**config.mk**
```make
export PLATFORM = sky130hd
export DESIGN_NAME = pdvd_source_flat
export DESIGN_NICKNAME = d
export VERILOG_FILES = /design/src/hw/pdvd_pkg.sv /design/src/hw/pdvd_if.sv /design/src/hw/pdvd_source.sv /design/src/flat_wrapper.sv
export VERILOG_INCLUDE_DIRS = /design/src /design/src/hw
export SDC_FILE = /design/constraint.sdc
export NUM_CORES = 1
export LEC_CHECK = 0
export BUFFER_PORTS_ARGS = -buffer_cell sky130_fd_sc_hd__buf_2
export CAP_MARGIN = 10
export CORE_ASPECT_RATIO = 1.2
export CORE_MARGIN = 4
export CORE_UTILIZATION = 35
export DETAILED_ROUTE_END_ITERATION = 6
export HOLD_SLACK_MARGIN = 0.12
export SYNTH_ARGS = -nofsm -noshare
export SYNTH_HDL_FRONTEND = slang
export SYNTH_SLANG_ARGS = --single-unit
```
**constraint.sdc**
```tcl
create_clock -name clk -period 2.7 [get_ports clk]
set_input_delay 0.81 -clock clk [delete_from_list [all_inputs] [get_ports clk]]
set_output_delay 0.81 -clock clk [all_outputs]
set_load 0.005 [all_outputs]
```
**src/hw/pdvd_consts.svh**
```systemverilog
// Timing and sizing constants of the voltage decrease sequencer
`ifndef PDVD_CONSTS_SVH
`define PDVD_CONSTS_SVH

// Clock rate in MHz; the period is 5 ns
`define PDVD_CLK_MHZ 200
// Width of every interval counter
`define PDVD_CNT_W 24

// Intervals in microseconds; plain defaults, adjust per product
`define PDVD_T_SRC_TRANS_US 30
`define PDVD_T_SRC_READY_US 300
`define PDVD_T_SNK_STDBY_US 20
`define PDVD_T_PS_TRANS_US 600

// Interval counts in cycles, derived from the figures above
`define PDVD_T_SRC_TRANS_CYC (`PDVD_T_SRC_TRANS_US * `PDVD_CLK_MHZ)
`define PDVD_T_SRC_READY_CYC (`PDVD_T_SRC_READY_US * `PDVD_CLK_MHZ)
`define PDVD_T_SNK_STDBY_CYC (`PDVD_T_SNK_STDBY_US * `PDVD_CLK_MHZ)
`define PDVD_T_PS_TRANS_CYC (`PDVD_T_PS_TRANS_US * `PDVD_CLK_MHZ)

`endif

```
**src/hw/pdvd_pkg.sv**
```systemverilog
// Types shared by the source and sink sequencers
`include "pdvd_consts.svh"
package pdvd_pkg;

   typedef logic [`PDVD_CNT_W-1:0] pdvd_cnt_t;

   typedef enum logic [1:0] {
      PDVD_MSG_NONE,
      PDVD_MSG_ACCEPT,
      PDVD_MSG_PS_RDY
   } pdvd_msg_t;

   typedef enum logic [2:0] {
      PDVD_SRC_IDLE,
      PDVD_SRC_WAIT_ACC_CRC,
      PDVD_SRC_WAIT_TRANS,
      PDVD_SRC_WAIT_READY,
      PDVD_SRC_WAIT_RDY_CRC
   } pdvd_src_state_t;

   typedef enum logic [2:0] {
      PDVD_SNK_IDLE,
      PDVD_SNK_EVAL_ACC,
      PDVD_SNK_STANDBY,
      PDVD_SNK_WAIT_PS_RDY,
      PDVD_SNK_EVAL_RDY
   } pdvd_snk_state_t;

   typedef struct packed {
      pdvd_src_state_t state;
      pdvd_cnt_t cnt;
      logic msg_valid;
      pdvd_msg_t msg_type;
      logic supply_change;
      logic ready_late;
      logic busy;
      logic done;
      logic aborted;
   } pdvd_src_st_t;

   typedef struct packed {
      pdvd_snk_state_t state;
      pdvd_cnt_t pst_cnt;
      pdvd_cnt_t stby_cnt;
      logic rdy_pending;
      logic crc_valid;
      logic standby_req;
      logic stdby_late;
      logic new_level_ok;
      logic ps_timeout;
   } pdvd_snk_st_t;

endpackage : pdvd_pkg

```
**src/hw/pdvd_if.sv**
```systemverilog
// Message link between the source and sink sequencers
`timescale 1ns/1ps
`default_nettype none
interface pdvd_if;
   // Source to sink message, one-cycle strobe with its type
   logic msg_valid;
   pdvd_pkg::pdvd_msg_t msg_type;
   // Sink to source acknowledgement, one-cycle strobe
   logic crc_valid;

   modport src (
      output msg_valid,
      output msg_type,
      input crc_valid
   );

   modport snk (
      input msg_valid,
      input msg_type,
      output crc_valid
   );
endinterface : pdvd_if
`default_nettype wire

```
**src/hw/pdvd_source.sv**
```systemverilog
// Source end of the voltage decrease sequence
//
// Behaviour
// - Source sends Accept; sink starts transition timer
// - After Accept GoodCRC, wait tSrcTransition, then command
// - Sink cuts to standby within tSnkStdby
// - Sink standby finishes before tSrcTransition ends
// - Supply ready at new voltage within tSrcReady
// - Supply readiness reaches engine before proceeding
// - On readiness send PS_RDY, await GoodCRC
// - Sink acknowledges PS_RDY, permits new level
// - Sink draws new level after unspecified delay
`timescale 1ns/1ps
`default_nettype none
`include "pdvd_consts.svh"

module pdvd_source #(
   parameter int unsigned T_SRC_TRANS_CYC = `PDVD_T_SRC_TRANS_CYC,
   parameter int unsigned T_SRC_READY_CYC = `PDVD_T_SRC_READY_CYC
) (
   // Clock and reset
   input wire logic clk,
   input wire logic rst,
   // Link to the sink
   pdvd_if.src link,
   // Device policy manager side
   input wire logic start,
   input wire logic abort,
   input wire logic supply_ready,
   output logic supply_change,
   output logic ready_late,
   output logic busy,
   output logic done,
   output logic aborted
);

   localparam int unsigned CNT_MAX = (1 << `PDVD_CNT_W) - 1;

   // Counter must stay narrower than the int used for range checks
   if (`PDVD_CNT_W < 1 || `PDVD_CNT_W > 31) begin : g_bad_width
      $error("pdvd_source: counter width out of range");
   end

   // Counts must fit the counter and take at least one cycle
   if (T_SRC_TRANS_CYC < 1 || T_SRC_TRANS_CYC > CNT_MAX) begin : g_bad_trans
      $error("pdvd_source: T_SRC_TRANS_CYC out of range");
   end
   if (T_SRC_READY_CYC < 1 || T_SRC_READY_CYC > CNT_MAX) begin : g_bad_ready
      $error("pdvd_source: T_SRC_READY_CYC out of range");
   end

   localparam pdvd_pkg::pdvd_cnt_t TRANS_LOAD =
      pdvd_pkg::pdvd_cnt_t'(T_SRC_TRANS_CYC - 1);
   localparam pdvd_pkg::pdvd_cnt_t READY_LOAD =
      pdvd_pkg::pdvd_cnt_t'(T_SRC_READY_CYC - 1);

   pdvd_pkg::pdvd_src_st_t s;
   pdvd_pkg::pdvd_src_st_t next_s;
   // GoodCRC seen while one is awaited
   logic ack_taken;

   // Launch a message toward the sink for one cycle
   function automatic pdvd_pkg::pdvd_src_st_t send_msg(
      input pdvd_pkg::pdvd_src_st_t cur,
      input pdvd_pkg::pdvd_msg_t kind
   );
      pdvd_pkg::pdvd_src_st_t r;
      r = cur;
      r.msg_valid = 1'b1;
      r.msg_type = kind;
      return r;
   endfunction : send_msg

   // Shared step of both timed waits; holds at zero
   function automatic pdvd_pkg::pdvd_cnt_t count_down(
      input pdvd_pkg::pdvd_cnt_t cur
   );
      pdvd_pkg::pdvd_cnt_t r;
      r = cur;
      if (cur != '0) begin
         r = cur - 1'b1;
      end
      return r;
   endfunction : count_down

   // A stray GoodCRC outside these waits must not move the sequence
   function automatic logic ack_expected(
      input pdvd_pkg::pdvd_src_state_t st
   );
      return st == pdvd_pkg::PDVD_SRC_WAIT_ACC_CRC ||
             st == pdvd_pkg::PDVD_SRC_WAIT_RDY_CRC;
   endfunction : ack_expected

   // Every one-cycle strobe back to its idle value
   function automatic pdvd_pkg::pdvd_src_st_t clear_strobes(
      input pdvd_pkg::pdvd_src_st_t cur
   );
      pdvd_pkg::pdvd_src_st_t r;
      r = cur;
      r.msg_valid = 1'b0;
      r.msg_type = pdvd_pkg::PDVD_MSG_NONE;
      r.supply_change = 1'b0;
      r.done = 1'b0;
      r.aborted = 1'b0;
      return r;
   endfunction : clear_strobes

   assign ack_taken = link.crc_valid && ack_expected(s.state);

   always_comb begin
      next_s = s;
      // Strobes last a single cycle
      next_s = clear_strobes(next_s);

      case (s.state)
         pdvd_pkg::PDVD_SRC_IDLE: begin
            next_s.busy = 1'b0;
            if (start && !abort) begin
               next_s = send_msg(next_s, pdvd_pkg::PDVD_MSG_ACCEPT);
               next_s.ready_late = 1'b0;
               next_s.busy = 1'b1;
               next_s.state = pdvd_pkg::PDVD_SRC_WAIT_ACC_CRC;
            end
         end

         pdvd_pkg::PDVD_SRC_WAIT_ACC_CRC: begin
            // No timeout here: resending is the protocol layer's job
            if (ack_taken) begin
               next_s.cnt = TRANS_LOAD;
               next_s.state = pdvd_pkg::PDVD_SRC_WAIT_TRANS;
            end
         end

         pdvd_pkg::PDVD_SRC_WAIT_TRANS: begin
            if (s.cnt == '0) begin
               next_s.supply_change = 1'b1;
               next_s.cnt = READY_LOAD;
               next_s.state = pdvd_pkg::PDVD_SRC_WAIT_READY;
            end else begin
               next_s.cnt = count_down(s.cnt);
            end
         end

         pdvd_pkg::PDVD_SRC_WAIT_READY: begin
            if (supply_ready) begin
               next_s = send_msg(next_s, pdvd_pkg::PDVD_MSG_PS_RDY);
               next_s.state = pdvd_pkg::PDVD_SRC_WAIT_RDY_CRC;
            end else if (s.cnt == '0) begin
               // Late supply is flagged, yet PS_RDY still waits for it
               next_s.ready_late = 1'b1;
            end else begin
               next_s.cnt = count_down(s.cnt);
            end
         end

         pdvd_pkg::PDVD_SRC_WAIT_RDY_CRC: begin
            if (ack_taken) begin
               next_s.done = 1'b1;
               next_s.busy = 1'b0;
               next_s.state = pdvd_pkg::PDVD_SRC_IDLE;
            end
         end

         default: begin
            next_s.state = pdvd_pkg::PDVD_SRC_IDLE;
         end
      endcase

      // Abort wins over every step of a running sequence
      if (abort && s.state != pdvd_pkg::PDVD_SRC_IDLE) begin
         // Pending strobes are dropped, then the abort reports itself
         next_s = clear_strobes(next_s);
         next_s.busy = 1'b0;
         next_s.aborted = 1'b1;
         next_s.cnt = '0;
         next_s.state = pdvd_pkg::PDVD_SRC_IDLE;
      end
   end

   always_ff @(posedge clk or posedge rst) begin
      if (rst) begin
         s <= '{state: pdvd_pkg::PDVD_SRC_IDLE,
                cnt: '0,
                msg_valid: 1'b0,
                msg_type: pdvd_pkg::PDVD_MSG_NONE,
                supply_change: 1'b0,
                ready_late: 1'b0,
                busy: 1'b0,
                done: 1'b0,
                aborted: 1'b0};
      end else begin
         s <= next_s;
      end
   end

   // Link
   assign link.msg_valid = s.msg_valid;
   assign link.msg_type = s.msg_type;

   // Power manager side
   assign supply_change = s.supply_change;
   assign ready_late = s.ready_late;
   assign busy = s.busy;
   assign done = s.done;
   assign aborted = s.aborted;

endmodule : pdvd_source
`default_nettype wire

```
**src/flat_wrapper.sv**
```systemverilog
// flat-port wrapper written by rule: the top's interface ports become plain ports
module pdvd_source_flat 
#(
   parameter int unsigned T_SRC_TRANS_CYC = `PDVD_T_SRC_TRANS_CYC,
   parameter int unsigned T_SRC_READY_CYC = `PDVD_T_SRC_READY_CYC
)
  (clk, rst, start, abort, supply_ready, supply_change, ready_late, busy, done, aborted, link_msg_valid, link_msg_type, link_crc_valid);
  pdvd_if link_i ();
  input wire logic clk;
  input wire logic rst;
  input wire logic start;
  input wire logic abort;
  input wire logic supply_ready;
  output logic supply_change;
  output logic ready_late;
  output logic busy;
  output logic done;
  output logic aborted;
  output wire logic [$bits(link_i.msg_valid)-1:0] link_msg_valid;
  output wire logic [$bits(link_i.msg_type)-1:0] link_msg_type;
  input wire logic [$bits(link_i.crc_valid)-1:0] link_crc_valid;
  assign link_msg_valid = link_i.msg_valid;
  assign link_msg_type = link_i.msg_type;
  assign link_i.crc_valid = link_crc_valid;
  pdvd_source #(.T_SRC_TRANS_CYC(T_SRC_TRANS_CYC), .T_SRC_READY_CYC(T_SRC_READY_CYC)) u_core (.clk(clk), .rst(rst), .link(link_i), .start(start), .abort(abort), .supply_ready(supply_ready), .supply_change(supply_change), .ready_late(ready_late), .busy(busy), .done(done), .aborted(aborted));
endmodule
```
==> out/metrics.yaml <==
syn_area_um2: 2230
pwr-share-comb_pct: 23.8
p_leak_uw: 0.00114
cap_violations: 0
die_y_um: 95.4
synth-edff-count: 0
crit_buf_inv: 2
power_density_nw_per_um2: 549
cp.required_ns: 2.87
cts_setup_buffers: 0
crit_chain: "inv_1 > ha_1 > nor3b_1 > buf_4 > and3_1 > nand2_1 > ha_1 > a211oi_1 > o22ai_1 > nand2_1 > o21ai_0"
routed_wl_mm: 5.48
synthTopCellsByArea: "dfrtp_1, nor2_1, a31oi_1, o21ai_0, nor4_4"
ys_ff_latch: 35
core_area_um2: 6130
path_clk_slew_ns: 0.07
num-fill-cells: 631
fin_crit_sh_pct: 85.3
syn_to_final_growth_pct: 13.7
die_area_um2: 7720
cp_top_family: "simple AND/OR/NAND/NOR gates"
synth-seq-area-share_pct: 39.3
critical_path.startpoint_type: "flop"
switching_share_pct: 33.0
worst_pin_slew_ns: 0.624
grt_pass1_wl_mm: 9.32
rows: 31
yosys_warnings: 0
critPathSlowestCell: "dfrtp_1"
drtPass1Iterations: 4
syn_nets: 249
grt_setup_unrepaired: "false"
clock_path_buffers: 2
cts.sinks: 35
htreeDepth: 2
reg2reg_from: "u_core.s[8]"
numPortBuffers: 13
cp.arrival_ns: 2.47
worstSetupStartpoint: "u_core.s[8]"
drv_slew: 0
power.share.sequential_pct: 45.5
final_util_pct: 41.4
ctsHoldBuffers: 0
synth-async-reset-ratio_pct: 100
root_buffer: "clkbuf_8"
setup_viol: 0
cts.repair.resized: 0
hp-class: "reg2reg"
relSlewSlack_pct: 58.1
clock_latency_ns: 0.29
dp_hpwl_mm: 3.93
skew_ns: 0.00398
crit_path_end_kind: "flop"
syn_inst: 241
diodes: 0
p_sw_uw: 459
ant_nets: 0
nNetsFinal: 270
antenna_found_initial: 0
grt_pass1_vias: 1960
die_w_um: 80.9
critPathKind: "reg2reg"
route.detailed.drc: 0
cts_made_buffers: 5
slowest_delay_ns: 0.42
drive_above_1_share_pct: 20.5
setup_tns_ns: 0
synthFlopType: "dfrtp_1"
irDropWorstVdd_mv: 0.216
clkPwrFrac_pct: 30.7
yosys.area.top_type: "dfrtp_1"
track_usage_pct: 15.5
p_int_uw: 934
drt-initial-drc-count: 97
grt_overflow: 0
whs_ns: 0.496
reg2reg_slack_ns: 0.40
cts_tree: "built"
wl_per_cell_um: 15.9
boundaryPins: 14
cp_max_fo: 4
worstHoldStart: "u_core.ready_late"
avgSynthCellArea_um2: 9.25
finalHoldViolations: 0
vias: 1959
fin_crit_ns: 2.30
via_per_inst: 5.68
synth_cell_types: 57
yosys.area.top_type_share_pct: 39.3
gp_congestion: 0.812
grt_max_degree: 36
run_status: "finished, final reports clean"
initial_core_util_pct: 36.4
max_freq_mhz: 434
layout by cell type (no fill, tap or decap), types with 9 or more instances in the layout:
master	n
dfrtp_1	35
nor2_1	22
nand2_1	15
buf_4	15
o21ai_0	13
buf_2	13
inv_1	12
a31oi_1	11
a21oi_1	11
nor3_1	9
flip-flops by register name, indices dropped and copies added (netlist names):
signal,cells
u_core.s,27
u_core.link.msg_type,2
u_core.aborted,1
u_core.busy,1
u_core.done,1
u_core.link.msg_valid,1
u_core.ready_late,1
u_core.supply_change,1
through the flow:
stage / area, um^2 / instances / setup WS [ns] / power (uW)
after floorplan: 2230 / 241 / 0.303 / 876
after global placement: 2440 / 337 / 0.263 / 968
after detailed placement: 2440 / 337 / 0.227 / 975
after CTS: 2540 / 345 / 0.353 / 1410
after global routing: 2540 / 345 / 0.193 / 1480
final: 2540 / 345 / 0.396 / 1390
routing by layer:
layer / vias to the layer above / wire, um / part of all wire (%) / GRT usage, %
met5: - / 0 / 0 / 0
met4: 0 / 69 / 1.3 / 5.35
met3: 6 / 219 / 4.0 / 3.40
met2: 42 / 2720 / 50 / 26.2
met1: 955 / 2480 / 45 / 19.3
li1: 956 / - / - / -
worst reg2reg max path, delay by kind of cell, from the launching register on:
family,cells,cell delay (ns)
AOI/OAI and AO/OA,3,0.43
DFF,1,0.42
buffers and inverters,2,0.28
and+or+nand+nor,4,0.57
adders and majority gates,2,0.49
area by class of cell:
class	count	area, um^2	area share, %
sequential	35	876	34.5
inverter	12	45.0	1.78
timing repair buffer	28	178	7.01
tap	82	103	4.05
multi-input combinational	180	1230	48.7
clock buffer	8	100	3.95
kinds of logic (layout without fill, tap and decap cells):
logic type | after synthesis | count (layout) | share of synthesized area, %
fa+ha+maj | 2 | 2 | 1.12
buf+inv | 26 | 48 | 5.33
simple gates | 100 | 100 | 28.5
compound gates | 76 | 76 | 24.3
mux | 2 | 2 | 1.46
flops | 35 | 35 | 39.3
synth_stat cells, types with 5 or more instances:
library cell	count
dfrtp_1	35
nor2_1	22
nand2_1	15
o21ai_0	13
inv_1	12
a21oi_1	11
a31oi_1	11
nor3_1	9
nor4_1	7
a211oi_1	6
nand3_1	6
a21o_1	5
buf_2	5
path summary, 6_finish.rpt:
path	endpoint	cells past startpoint
hold / removal	u_core.ready_late	1
hold reg to reg	u_core.ready_late	1
max in group asynchronous	u_core.s[25]	3
setup / recovery	u_core.s[8]	11
min in group asynchronous	u_core.s[23]	3
setup reg to reg	u_core.s[8]	11
power by group through the flow:
stage	clock [uW]	combinational [uW]	sequential [uW]
floorplan	0	254	622
global placement	0	326	642
detailed placement	0	331	644
CTS	441	332	633
global route	463	374	644
finish	427	332	634
(Power assumes the default switching activity.)
